===== src/logic/ddjc_pkg.sv =====
// Shared constants for the decade Johnson counter
package ddjc_pkg;
    localparam int STAGES = 5;
    localparam int OUTPUTS = 10;
    localparam int CARRY_LAST = 4;
    localparam logic [4:0] JOHNSON_ZERO = 5'h00;
    localparam logic [9:0] ONE_HOT_ZERO = 10'h001;
    localparam logic [0:0] CARRY_RESET = 1'h1;
    localparam logic [0:0] EDGE_RESET = 1'h0;
    localparam logic [0:0] ENABLE_RESET = 1'h1;
endpackage


===== src/logic/ddjc_decode.sv =====
// Johnson state to one-hot count decoder
`timescale 1ns/1ps
module ddjc_decode (
    input wire logic [4:0] i_state,
    output logic [9:0] o_one_hot
);
    // Each count is marked by one adjacent bit pair of the twisted ring
    always_comb begin
        o_one_hot[0] = ~i_state[4] & ~i_state[0];
        o_one_hot[5] = i_state[4] & i_state[0];
        for (int k = 1; k < 5; k++) begin
            o_one_hot[k] = i_state[k - 1] & ~i_state[k];
            o_one_hot[k + 5] = ~i_state[k - 1] & i_state[k];
        end
    end
endmodule


===== src/logic/ddjc_counter.sv =====
// Decade Johnson counter with decoded outputs and wrap flag
`timescale 1ns/1ps
// Functional notes
// - Five-stage Johnson state, decoded to ten outputs
// - Rising clock advances while inhibit low
// - Inhibit high freezes the count
// - Falling inhibit advances while clock high
// - Reset forces zero state asynchronously
// - Exactly one decoded output high
// - Wrap flag high for counts zero to four
// - Flag falls at five, rises at zero
// - Flag rising edge clocks next stage
// - Decoded outputs step without gaps
module ddjc_counter (
    input wire logic i_clk,
    input wire logic i_rst,
    input wire logic i_count_clk,
    input wire logic i_count_inhibit_n,
    output logic [9:0] o_one_hot_count_outputs,
    output logic o_stage_wrap_flag
);
    logic [4:0] johnson_reg;
    logic [4:0] johnson_next;
    logic count_clk_reg;
    logic inhibit_n_reg;
    logic [9:0] one_hot_next;
    logic [9:0] one_hot_reg;
    logic wrap_next;
    logic wrap_reg;
    logic rise_adv;
    logic fall_adv;
    logic advance;

    // Rising count clock steps only while the inhibit pin is low
    assign rise_adv = i_count_clk & ~count_clk_reg & ~i_count_inhibit_n;

    // Falling inhibit steps only while the count clock pin is high
    assign fall_adv = ~i_count_inhibit_n & inhibit_n_reg & i_count_clk;

    // Both edges seen in one cycle still make a single step
    assign advance = rise_adv | fall_adv;

    // Twisted ring: inverted last stage feeds the first
    assign johnson_next = advance ? {johnson_reg[3:0], ~johnson_reg[4]} : johnson_reg;

    // Wrap flag taken from the next count so it moves together with the outputs
    assign wrap_next = |one_hot_next[ddjc_pkg::CARRY_LAST:0];

    // Previous pin levels for edge detection; they reset to the idle levels
    // so that a release of reset with idle pins never looks like an edge
    always_ff @(posedge i_clk or posedge i_rst) begin
        if (i_rst) begin
            count_clk_reg <= ddjc_pkg::EDGE_RESET;
            inhibit_n_reg <= ddjc_pkg::ENABLE_RESET;
        end else begin
            count_clk_reg <= i_count_clk;
            inhibit_n_reg <= i_count_inhibit_n;
        end
    end

    // Count state; reset wins over any edge in the same cycle
    always_ff @(posedge i_clk or posedge i_rst) begin
        if (i_rst) begin
            johnson_reg <= ddjc_pkg::JOHNSON_ZERO;
        end else begin
            johnson_reg <= johnson_next;
        end
    end

    // Ten-way decode of the next ring state
    ddjc_decode u_decode (
        .i_state(johnson_next),
        .o_one_hot(one_hot_next)
    );

    // Decoded outputs are registered from the next state, so they track the count
    // with no lag and never show the decode spikes of a rippling ring
    always_ff @(posedge i_clk or posedge i_rst) begin
        if (i_rst) begin
            one_hot_reg <= ddjc_pkg::ONE_HOT_ZERO;
        end else begin
            one_hot_reg <= one_hot_next;
        end
    end

    // Wrap flag register; its rising edge is what clocks a cascaded stage
    always_ff @(posedge i_clk or posedge i_rst) begin
        if (i_rst) begin
            wrap_reg <= ddjc_pkg::CARRY_RESET;
        end else begin
            wrap_reg <= wrap_next;
        end
    end

    // Limitation: a decoded output fed back to reset clears the count at once,
    // so the pulse on that output is shorter than a count period
    assign o_one_hot_count_outputs = one_hot_reg;
    assign o_stage_wrap_flag = wrap_reg;

    // Checks, all on the system clock

    // The zero state stands at the first edge after reset is released
    a_reset_zero: assert property (
        @(posedge i_clk) $fell(i_rst)
        |-> (one_hot_reg == ddjc_pkg::ONE_HOT_ZERO && wrap_reg == ddjc_pkg::CARRY_RESET)
    ) else $error("reset did not give zero state");

    // Exactly one decoded output at every edge
    a_one_hot_only: assert property (
        @(posedge i_clk) disable iff (i_rst)
        $onehot(one_hot_reg)
    ) else $error("decoded outputs not one-hot");

    // An output stays up for the whole count period, until the next step
    a_count_period: assert property (
        @(posedge i_clk) disable iff (i_rst)
        !advance |=> $stable(one_hot_reg)
    ) else $error("decoded output moved without a step");

    // Wrap flag is high exactly for counts zero to four
    a_carry_decode: assert property (
        @(posedge i_clk) disable iff (i_rst)
        wrap_reg == (|one_hot_reg[ddjc_pkg::CARRY_LAST:0])
    ) else $error("wrap flag disagrees with count");

    // Wrap flag may only fall on reaching five
    a_carry_falls_five: assert property (
        @(posedge i_clk) disable iff (i_rst)
        $fell(wrap_reg) |-> one_hot_reg[5]
    ) else $error("wrap flag fell away from five");

    // Wrap flag may only rise on reaching zero
    a_carry_rises_zero: assert property (
        @(posedge i_clk) disable iff (i_rst)
        $rose(wrap_reg) |-> one_hot_reg[0]
    ) else $error("wrap flag rose away from zero");

    // Inhibit held high freezes the count
    a_hold_inhibit: assert property (
        @(posedge i_clk) disable iff (i_rst)
        (i_count_inhibit_n && inhibit_n_reg) |=> $stable(one_hot_reg)
    ) else $error("count moved while inhibited");

    // A count clock rise while inhibited is swallowed
    a_inhibit_blocks_rise: assert property (
        @(posedge i_clk) disable iff (i_rst)
        (i_count_inhibit_n && i_count_clk && !count_clk_reg) |=> $stable(one_hot_reg)
    ) else $error("inhibited clock rise was counted");

    // A qualified clock rise steps the decoded outputs by one
    a_rise_step: assert property (
        @(posedge i_clk) disable iff (i_rst)
        rise_adv |=> one_hot_reg == {$past(one_hot_reg[8:0]), $past(one_hot_reg[9])}
    ) else $error("rising clock did not step");

    // With the count clock low neither mode can step
    a_clk_low_hold: assert property (
        @(posedge i_clk) disable iff (i_rst)
        !i_count_clk |=> $stable(johnson_reg)
    ) else $error("ring moved with count clock low");

    // A qualified inhibit fall steps the decoded outputs by one
    a_fall_step: assert property (
        @(posedge i_clk) disable iff (i_rst)
        fall_adv |=> one_hot_reg == {$past(one_hot_reg[8:0]), $past(one_hot_reg[9])}
    ) else $error("falling inhibit did not step");

    // Each step shifts the ring and feeds back the inverted last stage
    a_ring_shift: assert property (
        @(posedge i_clk) disable iff (i_rst)
        advance |=> johnson_reg == {$past(johnson_reg[3:0]), ~$past(johnson_reg[4])}
    ) else $error("ring did not shift");

    // The next ring state always decodes to a single output
    a_johnson_legal: assert property (
        @(posedge i_clk) disable iff (i_rst)
        $onehot(one_hot_next)
    ) else $error("illegal ring state");

    // A step from nine wraps to zero with the flag up
    a_wrap_order: assert property (
        @(posedge i_clk) disable iff (i_rst)
        (advance && one_hot_reg[9]) |=> one_hot_reg[0] && wrap_reg
    ) else $error("nine did not wrap to zero");

    // A flag rise only follows count nine, so a next stage steps once per decade
    a_cascade_nine: assert property (
        @(posedge i_clk) disable iff (i_rst)
        $rose(wrap_reg) |-> $past(one_hot_reg[9])
    ) else $error("wrap flag rose without a wrap");

    // Every step lands on a new single output, with no empty cycle between
    a_gapless_step: assert property (
        @(posedge i_clk) disable iff (i_rst)
        advance |=> $onehot(one_hot_reg) && (one_hot_reg != $past(one_hot_reg))
    ) else $error("step left a gap in the outputs");

    // Count by a rising clock
    c_rise_count: cover property (
        @(posedge i_clk) disable iff (i_rst) rise_adv
    );

    // Count by a falling inhibit
    c_fall_count: cover property (
        @(posedge i_clk) disable iff (i_rst) fall_adv
    );

    // Wrap to zero raising the flag
    c_wrap: cover property (
        @(posedge i_clk) disable iff (i_rst) $rose(wrap_reg)
    );

    // Both edges in one cycle
    c_double_edge: cover property (
        @(posedge i_clk) disable iff (i_rst) rise_adv && fall_adv
    );

    // Release of reset
    c_reset_release: cover property (
        @(posedge i_clk) $fell(i_rst)
    );
endmodule


===== config.mk =====
export PLATFORM = sky130hd
export DESIGN_NAME = ddjc_counter
export DESIGN_NICKNAME = d
export VERILOG_FILES = /design/src/logic/ddjc_pkg.sv /design/src/logic/ddjc_decode.sv /design/src/logic/ddjc_counter.sv
export SDC_FILE = /design/constraint.sdc
export NUM_CORES = 1
export LEC_CHECK = 0
export ABC_AREA = 0
export ABC_CLOCK_PERIOD_IN_PS = 3800
export BUFFER_PORTS_ARGS = -buffer_cell sky130_fd_sc_hd__buf_4
export CELL_PAD_IN_SITES_DETAIL_PLACEMENT = 1
export CELL_PAD_IN_SITES_GLOBAL_PLACEMENT = 1
export CORE_MARGIN = 5
export CORE_UTILIZATION = 30
export DETAILED_ROUTE_END_ITERATION = 6
export GPL_ROUTABILITY_DRIVEN = 1
export GPL_TIMING_DRIVEN = 0
export PLACE_DENSITY = 0.68
export SYNTH_ARGS = -nofsm -noshare
export SYNTH_HDL_FRONTEND = slang
export SYNTH_HIERARCHICAL = 1
export SYNTH_SLANG_ARGS = --single-unit
export TNS_END_PERCENT = 5

===== constraint.sdc =====
create_clock -name i_clk -period 3.8 [get_ports i_clk]
set_input_delay 0.38 -clock i_clk [delete_from_list [all_inputs] [get_ports i_clk]]
set_output_delay 0.38 -clock i_clk [all_outputs]
set_load 0.005 [all_outputs]

==> results, run 1 <==
- The normalized max-slew margin is 56.60%.
- The clock tree buffer depth is 2.
- The global-route wire length before repair is 1897 um.
- The synthesis-stage register bit count is 18.
- The biggest area contributor in the post-synthesis netlist is dfrtp_1.
- The congestion estimate from routability-driven global placement came to a little under 0.7.
- The worst slack at placement is 2.008 ns.
- Yosys printed 6 warnings.
- The compound-gate portion of the synthesized area is 0%.
- After detailed routing, the total wire length is between 1000 and 1500 um.
- The worst setup slack for register-to-register paths is slightly above 2 ns.
- The most frequent standard cell in the layout excluding fill and tap cells is dfrtp_1.
- Counting every net in the synthesized netlist gives between 40 and 50.
- The fraction of layout instances using a drive strength above 1 is 50.00%.
- For this design, the CTS-stage hold fixing added 0 buffers.
- The count of routing violations after the opening detailed-route iteration is 2.
- The final number of hold-violating endpoints is 0.
- STA classifies the critical path startpoint as a flop.
- The flip-flop count of the largest register after layout is 10.
- Traced cell by cell, the critical path runs through nor2b_4, nor3b_4, mux2_2, nor2b_1, nor3_1, nand2_1.
- Detailed placement finished with a half-perimeter wire length of 850.3 um.
- The count of final setup violators is 0.
- Post-CTS repair changed the size of 0 cells.
- The main combinational cell family by area after synthesis is simple AND/OR/NAND/NOR gates.
- The TritonCTS clock tree is yes.
- Dividing the detail-routed wire length by the instance count gives 12.98 um.
- The starting utilization of the core area is between 30% and 40%.
- For this run, the detailed router's first-pass iteration total came to 2.
- For the final database, setup skew stands at slightly below 0.007 ns.
- Of all nets on the critical path, the largest fanout is 5.
- In this run the horizontal extent of the chip is 55.71 um.
- At the end of the flow, the number of nets in the layout was 63.
- The smallest hold slack is approximately 0.17 ns.
- Measured against the total synthesized area, the mux share comes to 8.782%.
- The clock network latency to the later pin of the worst-skew pair is 0.29 ns.
- The count of final max-slew check failures is 0.
- Once detail routing completed, the nets flagged for antenna violations numbered 0.
- The flow ran to the end, and the final reports show no timing, DRC or antenna violations.
- In this run the critical register-to-register path is launched from inhibit_n_reg.
- The area of the core region is 1982 um^2.
- The cell depth of the worst flop-to-flop path is 6.
- The cell area power density is 792.5 nW/um^2.
- The routed via count is 358.
- Across the run, the number of max-cap violations was 0.
- The total non-filler cell area in the finished layout is 802.0 um^2.
- The number of remaining DRC errors is 0.
- The antenna diode count is 0.
- Timing would allow up to 0.5622 GHz.
- Data on the critical path arrives at its endpoint at 2.01 ns.
- The analysis attributes to cell leakage a power of 0.3877 nW.
- Setup repair after global routing left no endpoint under its margin.
- The cell class contributing the biggest share of worst-path delay is simple AND/OR/NAND/NOR gates.
- The global-route usage over all layers is 7.924%.
- The detailed-route vias per instance is 4.212.
- The floorplan has 16 rows.
- The library cell contributing the largest single delay on the critical path is dfstp_2.
- The maximum number of pins on one net before global-route repair is 19.
- The number of top-level pins is 15.
- The final instance count without filler cells is 85.
- The startpoint of the most critical setup path is inhibit_n_reg.
- The initial antenna violation count is 0.
- The distinct cell type count after synthesis is 13.
- In this run the cell area of the synthesized design comes to 626.9 um^2.
- The area of the die is 3104 um^2.
- The clock root buffer is clkbuf_4.
- The xor and xnor fraction of the mapped netlist area is 0%.
- The via count of the first global-routing pass is 410.
- Once routing completed, OpenROAD measured the worst setup slack at 2.021 ns.
- Buffers inserted during clock tree synthesis total 3.
- The terminus of the critical flop-to-flop path is o_stage_wrap_flag.
- Summed over all failing endpoints, the final setup total negative slack is 0 ns.
- The worst setup path is captured at a flop.
- Cells fill 40.47% of the core in the end.
- The worst-margin pin slew is 0.6504 ns.
- The critical path contains buffers and inverters numbering 0 combined.
- The layout-stage area growth over the synthesis result is 27.94%.
- After clock tree synthesis, the clock-pin slew on the worst setup and hold paths is ~0.10 ns.
- The total of fill cells in the finished design is 215.
- The clock net in this run drives a total of 18 sinks.
- The worst hold-check path type is input pin to asynchronous set/reset pin.
- The clock period minus worst slack is 1.779 ns.
- The worst setup path is of the flop to flop kind.
- The synthesized design devotes to its leading area cell type 59.88% of total area.
- The residual overflow from global routing is 0.
- The overall power after layout is 635.6 uW.
- STA puts the critical path data required time at between 4 and 5 ns.
- The number of port buffers is 14.
- In this run the cell area measured after placement is around 770 um^2.
- In the layout the commonest cells are 15 x dfrtp_1, 14 x buf_4, 6 x nor2b_1.
- The y dimension of the die is approximately 56 um.
- The share of synthesized cell area in and, or, nand and nor gates is 17.56%.
- By area the synthesized netlist is led by dfrtp_1 60%, dfstp_2 13%, mux2_2 7.2%, nor2b_1 6.0%, nor3b_4 3.0%.
- CTS built an H-tree with a depth of 1.
- The sequential cell area fraction in the yosys report is 72.46%.
- The average size of a mapped cell is 15.67 um^2.
- After Yosys synthesis, full adders, half adders and majority gates account for 0% of the synthesized area.
- The number of instances in the synthesized netlist is 40.
- The number of buffers added for setup after CTS is 0.
- The peak supply drop is between 0.2 and 0.3 mV.
- The number of placed instances, taps included, is 81.
- The largest stage delay on the critical path is about 0.55 ns.
- After layout, the worst path uses 46.81% of the clock period.
[worst max-delay path by stage]
stage,end,cells past startpoint
detailed placement,o_stage_wrap_flag,6
floorplan,o_stage_wrap_flag,6
global route,o_stage_wrap_flag,6
finish,o_stage_wrap_flag,6
global placement,o_stage_wrap_flag,6
CTS,o_stage_wrap_flag,6
[synthesized netlist by cell type]
cell type / n
mux2_2: 4
dfstp_2: 3
nor2b_4: 1
inv_1: 2
and2b_2: 2
nor3b_4: 1
nor2b_1: 6
mux2i_1: 1
nor2_1: 2
dfrtp_1: 15
and2_1: 1
nor3_1: 1
nand2_1: 1
[metal layers]
layer	GRT usage [%]	routed length, um	vias up	share of wire [%]
met2	13.18	633	9	57
met4	3.125	0	0	0
met3	4.408	66	0	6.0
met1	8.261	403	188	37
li1	-	-	161	-
met5	0	0	-	0
[layout make-up]
type                    instances  area (um^2)  area share (%)
repair buffers                 14        105.1           13.10
well taps                      27        33.78           4.212
multi-input cells              20        165.2           20.59
clock buffers                   4        36.28           4.524
flip-flops and latches         18        454.2           56.63
inverters                       2        7.507          0.9360
[report_power, final]
group	leakage (nW)	total (mW)	switching, mW	internal, mW
sequential	0.221	0.305	0.0280	0.277
combinational	0.146	0.216	0.0962	0.120
clock	0.0210	0.114	0.0556	0.0584
total	0.388	0.636	0.180	0.456
[kinds of logic after synthesis]
family | count (synthesis)
simple gates | 15
mux | 5
buf+inv | 2
flops | 18
[worst reg2reg max path, delay by kind of cell, from the launching register on]
family	cells	cell delay (ns)
multiplexers	1	0.42
flip-flops	1	0.55
AND/OR/NAND/NOR	5	0.74
Note: power is estimated with default switching activity, not from simulation.
==> inputs of run 2 (changes only) <==
Settings changed: ABC_CLOCK_PERIOD_IN_PS 3800 to 1500, PLACE_DENSITY 0.68 to 0.7.
Clock period 3.8 ns to 1.5 ns, I/O delays scaled along.
==> run 2 against run 1 <==
The flow now finishes with violations (negative hold slack, negative setup slack). Sequential share of layout area is 3.6 points lower. Global-route usage increased by 0.42 points. Count of clock-buffer cells in the layout unchanged. Power rose to 2.6 times the previous value. Hold slack got worse by 0.19 ns. Non-clock buffer count increased by 3. Register-to-register slack got worse by 2.2 ns. Sequential cell count unchanged. Critical endpoint unchanged. Cell area up 6.9%. Clock power rose to 2.6 times the previous value.
==> results, run 2 (synthesis results as in run 1) <==
- The half-perimeter wire length after placement was 793.1 um (was 850.3 um).
- The data arrival time of the worst path came to 1.89 ns (was 2.01 ns).
- The antenna diode count came to 0 (unchanged).
- The final instance count without filler cells is 88 (was 85).
- The setup slack after layout is -0.1667 ns (was 2.021 ns).
- Ordered cell list for the critical path: nor2b_4, nor3b_4, buf_6, mux2_4, nor2b_2, nor3_2, nand2_1 (was nor2b_4, nor3b_4, mux2_2, nor2b_1, nor3_1, nand2_1).
- The post-detailed-route count of antenna-violating nets is 0 (unchanged).
- The detailed-route vias per instance is 4.148 (was 4.212).
- The clock network latency to the later pin of the worst-skew pair is 0.29 ns (about the same).
- The area of the core region came to 1982 um^2 (unchanged).
- The number of remaining DRC errors is 0 (unchanged).
- The maximum number of pins on one net before global-route repair came to 19 (unchanged).
- The count of maximum capacitance violations is 0 (unchanged).
- The number of search-and-repair iterations in the first detailed-routing pass came to 2 (unchanged).
- The largest stage delay on the critical path is 0.56 ns (was 0.55 ns).
- The net total in the final layout is 66 (was 63).
- The routed via count came to 365 (was 358).
- The area of the die was 3104 um^2 (unchanged).
- Outcome: finished, violations left (was completed).
- The number of top-level pins is 15 (unchanged).
- Counting instances, the worst hold path has a depth of 1.
- The clock tree buffer depth is 2 (unchanged).
- The worst slack at placement is -0.3252 ns (was 2.008 ns).
- The area of the multi-input gates is 188.9 um^2 (was 165.2 um^2).
- The fraction of layout instances using a drive strength above 1 is 57.38% (was 50.00%).
- The sink count of the clock tree was 18 (unchanged).
- The global-route wire length before repair is 2001 um (was 1897 um).
- The flip-flop count of the largest register after layout came to 10 (unchanged).
- The number of CTS-inserted buffers is 3 (unchanged).
- The worst setup slack for register-to-register paths is -0.17 ns (was 2.02 ns).
- The checks that failed: negative hold slack, negative setup slack.
- The quantity of hold-fixing buffers added after cts is 2 (was 0).
- The residual overflow from global routing is 0 (unchanged).
- Most frequent cells in the layout: 15 x dfrtp_1, 14 x buf_4, 4 x nor2b_1 (was 15 x dfrtp_1, 14 x buf_4, 6 x nor2b_1).
- The TritonCTS clock tree is yes (unchanged).
- The type of element capturing the critical path was a flop (unchanged).
- The number of placed cells counting well taps is 81 (unchanged).
- The largest clock skew in the final design is 0.006314 ns (was 0.006818 ns).
- The required time reported for the critical path endpoint is 1.73 ns (was 4.03 ns).
- The count of final max-slew check failures is 0 (unchanged).
- The period utilization is 111.1% (was 46.81%).
- The static leakage power is 0.4125 nW (was 0.3877 nW).
- The cell row count is 16 (unchanged).
- The startpoint of the lowest-slack register-to-register path is inhibit_n_reg (unchanged).
- The worst-margin pin slew came to 0.6725 ns (was 0.6504 ns).
- The area of all sequential standard cells is 454.2 um^2 (unchanged).
- The setup TNS was -0.5006 ns (was 0 ns).
- The count of final setup violators is 10 (was 0).
- The total cell area at the placement stage is 773.2 um^2 (was 765.7 um^2).
- The library cell contributing the largest single delay on the critical path is dfstp_2 (unchanged).
- The normalized max-slew margin was 55.12% (was 56.60%).
- The number of H-tree levels is 1 (unchanged).
- The average detailed-routed wire length per instance is 12.83 um (was 12.98 um).
- The via count of the first global-routing pass is 395 (was 410).
- The peak fanout along the critical path was 5 (unchanged).
- The most frequent standard cell in the layout excluding fill and tap cells is dfrtp_1 (unchanged).
- The clock period minus worst slack is 1.667 ns (was 1.779 ns).
- The count of routing violations after the opening detailed-route iteration is 1 (was 2).
- The layout-stage area growth over the synthesis result is 36.73% (was 27.94%).
- The cell depth of the worst flop-to-flop path is 7 (was 6).
- The critical path launch point type is a flop (unchanged).
- The post-layout utilization of the core came to 43.24% (was 40.47%).
- The worst hold-check path type is input pin to flop (was input pin to asynchronous set/reset pin).
- Setup repair after global routing missed its margin: true (was false).
- The y dimension of the die is 55.71 um (unchanged).
- The total non-filler cell area in the finished layout is 857.1 um^2 (was 802.0 um^2).
- The start point of the worst min-delay path is i_count_inhibit_n.
- The overall die width is 55.71 um (unchanged).
- The global-route usage over all layers came to 8.345% (was 7.924%).
- The initial antenna violation count came to 0 (unchanged).
- The cell area power density is 1961 nW/um^2 (was 792.5 nW/um^2).
- The peak supply drop came to 0.9167 mV (was 0.2571 mV).
- The starting utilization of the core area is 31.63% (unchanged).
- The total of fill cells in the finished design was 207 (was 215).
- The startpoint of the most critical setup path is inhibit_n_reg (unchanged).
- The clock root buffer is clkbuf_4 (unchanged).
- The number of port buffers is 14 (unchanged).
- The worst hold endpoint is inhibit_n_reg.
- The terminus of the critical flop-to-flop path is o_stage_wrap_flag (unchanged).
- The fmax was 0.6000 GHz (was 0.5622 GHz).
- The smallest hold slack is -0.01364 ns (was 0.1725 ns).
- The start-to-end type of the worst setup path is flop to flop (unchanged).
- The total detailed-routing wirelength was 1129 um (was 1103 um).
- The final number of hold-violating endpoints is 1 (was 0).
- The clock transition at the register clock pins on the worst setup and hold paths after CTS came to 0.10 ns (about the same).
- The global placement routability congestion is 0.7080 (was 0.6783).
==> run 2: worst max-delay path by stage <==
stage / depth (start not counted) / end / slack [ns]
final: 7 / o_stage_wrap_flag / -0.17
after global routing: 7 / o_stage_wrap_flag / -0.28
after CTS: 7 / o_stage_wrap_flag / -0.19
after detailed placement: 6 / o_stage_wrap_flag / -0.33
after global placement: 6 / o_stage_wrap_flag / -0.29
after floorplan: 6 / o_stage_wrap_flag / -0.12
==> run 2: repair_timing <==
action                                 in CTS  in global routing
resized for setup                           4                  2
setup buffers                               1                  0
setup endpoints to repair                  12                 11
gates cloned                                0                  0
pin swaps                                   1                  0
endpoints found under the hold margin      17                  1
==> run 2: power by group <==
group	total, mW	leakage, nW	internal (mW)	switching, mW
Clock	0.291	0.0210	0.148	0.143
Sequential	0.773	0.221	0.702	0.0712
Combinational	0.616	0.171	0.350	0.266
Total	1.68	0.412	1.20	0.480
==> run 2: cell type report <==
class / instances / area share (%)
sequential: 18 / 52.99
multi-input combinational: 20 / 22.04
timing repair buffer: 17 / 15.91
clock buffer: 4 / 4.234
tap: 27 / 3.942
inverter: 2 / 0.8759
==> run 2: critical path, delay by kind of cell, from the launching register on <==
| family | cells | cell delay, ns |
|---|---|---|
| buffers and inverters | 1 | 0.15 |
| DFF | 1 | 0.56 |
| muxes | 1 | 0.32 |
| and+or+nand+nor | 5 | 0.58 |
==> run 2: through the flow <==
stage,hold slack (ns),power (mW)
after floorplan,0.08638,1.067
after global placement,0.2681,1.345
after detailed placement,0.2728,1.362
after global routing,-0.03713,1.800
after CTS,-0.02446,1.699
final,-0.01364,1.680
==> run 2: routing by layer <==
| metal | global-route usage (%) | share of wire [%] |
|---|---|---|
| met2 | 11.82 | 47 |
| met5 | 0 | 0 |
| met4 | 6.250 | 1.9 |
| met3 | 1.856 | 4.3 |
| met1 | 10.95 | 46 |
==> inputs of run 3 (changes only) <==
Settings changed: PLACE_DENSITY 0.7 to not set, PLACE_DENSITY_LB_ADDON set to 0.12, SKIP_CTS_REPAIR_TIMING set to 1.
==> run 3 against run 2 <==
The run still ends with negative hold slack, negative setup slack left. Non-clock buffer count down 1. Die area unchanged. First-iteration DRC count unchanged. Final cell count down 1.1%. Count of clock-buffer cells in the layout unchanged. Global-route usage down 0.26 points. Hold slack worse by 0.030 ns. Critical path depth unchanged. Utilization down 0.32 points. Wire length down 0.62%. Worst setup slack worse by 0.0020 ns. Largest cell class unchanged.
==> results, run 3 (synthesis results as in run 1) <==
- The total internal power was 1.175 mW (was 1.200 mW).
- The number of port buffers is 14 (unchanged).
- The initial antenna violation count was 0 (unchanged).
- The layout-stage area growth over the synthesis result came to 35.73% (was 36.73%).
- The clock root buffer is clkbuf_4 (unchanged).
- The post-detailed-route count of antenna-violating nets is 0 (unchanged).
- The startpoint of the most critical setup path is inhibit_n_reg (unchanged).
- The part of the power in the clock network is 14.3% (was 17.3%).
- The type of element capturing the critical path is a flop (unchanged).
- The switching portion of total power is 29.13% (was 28.58%).
- The data arrival time of the worst path is 1.89 ns (about the same).
- The start-to-end type of the worst setup path was flop to flop (unchanged).
- The peak supply drop is 0.8781 mV (was 0.9167 mV).
- The reported net switching power is 482.8 uW (was 480.2 uW).
- Most frequent cells in the layout: 15 x dfrtp_1, 14 x buf_4, 4 x nor2b_1 (unchanged).
- The period utilization came to 111.2% (was 111.1%).
- The half-perimeter wire length after placement is 775.1 um (was 793.1 um).
- The total detailed-routing wirelength came to 1122 um (was 1129 um).
- The clock network latency to the later pin of the worst-skew pair is 0.28 ns (was 0.29 ns).
- The post-layout utilization of the core is 42.93% (was 43.24%).
- The static leakage power is 0.4065 nW (was 0.4125 nW).
- The global-route wire length before repair is 1904 um (was 2001 um).
- The most frequent standard cell in the layout excluding fill and tap cells was dfrtp_1 (unchanged).
- The maximum number of pins on one net before global-route repair is 19 (unchanged).
- Setup repair after global routing missed its margin: true (unchanged).
- The via count of the first global-routing pass is 407 (was 395).
- The count of final max-slew check failures is 0 (unchanged).
- The total of fill cells in the finished design is 211 (was 207).
- The number of remaining DRC errors is 0 (unchanged).
- The overall die width was 55.71 um (unchanged).
- The net total in the final layout came to 65 (was 66).
- The cell row count is 16 (unchanged).
- The detailed-route vias per instance is 4.172 (was 4.148).
- The global routing usage on met3 is 2.784% (was 1.856%).
- The antenna diode count is 0 (unchanged).
- The area of the die is 3104 um^2 (unchanged).
- The average detailed-routed wire length per instance is 12.90 um (was 12.83 um).
- The worst hold-check path type was input pin to asynchronous set/reset pin (was input pin to flop).
- The count of routing violations after the opening detailed-route iteration was 1 (unchanged).
- The number of top-level pins is 15 (unchanged).
- The starting utilization of the core area is 31.63% (unchanged).
- The part of the total power dissipated in sequential elements is 47.1% (was 46.0%).
- The routed via count was 363 (was 365).
- The global routing's busiest layer is met2 (unchanged).
- The clock period minus worst slack is 1.669 ns (was 1.667 ns).
- The critical path launch point type is a flop (unchanged).
- The met2 routing resource usage after global routing is 11.66% (was 11.82%).
- Outcome: finished, violations left (unchanged).
- The combinational group share of total power is 38.6% (was 36.7%).
- The TritonCTS clock tree is yes (unchanged).
- The normalized max-slew margin is 55.81% (was 55.12%).
- The smallest hold slack is -0.04359 ns (was -0.01364 ns).
- The overall power after layout is 1.658 mW (was 1.680 mW).
- The required time reported for the critical path endpoint was 1.72 ns (was 1.73 ns).
- The largest clock skew in the final design is 0.004109 ns (was 0.006314 ns).
- The peak fanout along the critical path came to 5 (unchanged).
- The fmax came to 0.5993 GHz (was 0.6000 GHz).
- The number of H-tree levels came to 1 (unchanged).
- The final number of hold-violating endpoints is 16 (was 1).
- The global-route usage over all layers was 8.083% (was 8.345%).
- The fraction of layout instances using a drive strength above 1 was 56.67% (was 57.38%).
- The y dimension of the die is 55.71 um (unchanged).
- The flip-flop count of the largest register after layout is 10 (unchanged).
- The count of final setup violators is 9 (was 10).
- The global placement routability congestion is 0.6630 (was 0.7080).
- The count of maximum capacitance violations is 0 (unchanged).
- The global-route met1 utilization is 9.728% (was 10.95%).
- The area of the core region was 1982 um^2 (unchanged).
- The residual overflow from global routing came to 0 (unchanged).
- The number of CTS-inserted buffers is 3 (unchanged).
- The sink count of the clock tree is 18 (unchanged).
- The startpoint of the lowest-slack register-to-register path is inhibit_n_reg (unchanged).
- The worst-margin pin slew is 0.6621 ns (was 0.6725 ns).
- The setup slack after layout is -0.1687 ns (was -0.1667 ns).
- The cell area power density is 1948 nW/um^2 (was 1961 nW/um^2).
- Failing checks: negative hold slack, negative setup slack (unchanged).
- The number of search-and-repair iterations in the first detailed-routing pass is 4 (was 2).
- The clock transition at the register clock pins on the worst setup and hold paths after CTS is 0.09 ns (was 0.10 ns).
- The clock tree buffer depth is 2 (unchanged).
-- run 3: per-stage QoR --
step                      std cells  setup slack [ns]  area, um^2  setup TNS [ns]
after detailed placement         81           -0.3213       773.2          -1.448
after floorplan                  40           -0.1225       634.4         -0.2878
after global routing             87           -0.2585       850.8          -1.194
final                            87           -0.1687       850.8         -0.5427
after global placement           81           -0.3129       773.2          -1.415
after CTS                        85           -0.3268       799.5          -1.579
-- run 3: path summary, 6_finish.rpt --
path	to	slack [ns]	cells after the start
setup / recovery	o_stage_wrap_flag	-0.17	7
hold / removal	o_one_hot_count_outputs[1]	-0.04	2
setup reg to reg	o_stage_wrap_flag	-0.17	7
hold reg to reg	johnson_reg[2]	0.55	1
max in group asynchronous	johnson_reg[2]	1.12	2
min in group i_clk	inhibit_n_reg	-0.01	1
-- run 3: final cells by class --
| class | count | area, um^2 | area share (%) |
|---|---|---|---|
| Sequential cell | 18 | 454.2 | 53.38 |
| Inverter | 2 | 7.507 | 0.8824 |
| Timing Repair Buffer | 16 | 126.4 | 14.85 |
| Multi-Input combinational cell | 20 | 202.7 | 23.82 |
| Clock buffer | 4 | 26.28 | 3.088 |
| Tap cell | 27 | 33.78 | 3.971 |
-- run 3: worst max-delay path, stage by stage (launching register included) --
cell	delay [ns]
dfstp_2	0.55
nor2b_4	0.04
nor3b_4	0.17
buf_6	0.16
mux2_4	0.33
nor2b_2	0.17
nor3_2	0.13
nand2_1	0.07
-- run 3: power groups by stage --
| stage | registers [mW] | logic (mW) | clock network [mW] |
|---|---|---|---|
| 2_1_floorplan | 0.790 | 0.277 | 0 |
| 5_1_grt | 0.808 | 0.707 | 0.283 |
| 3_3_place_gp | 0.780 | 0.581 | 0 |
| 4_1_cts | 0.773 | 0.579 | 0.256 |
| 6_report | 0.780 | 0.641 | 0.237 |
| 3_5_place_dp | 0.783 | 0.578 | 0 |
-- run 3: routing by layer --
layer	up-vias	routed length, um
met5	-	0
met4	0	12
met1	184	458
li1	167	-
met3	2	82
met2	10	568
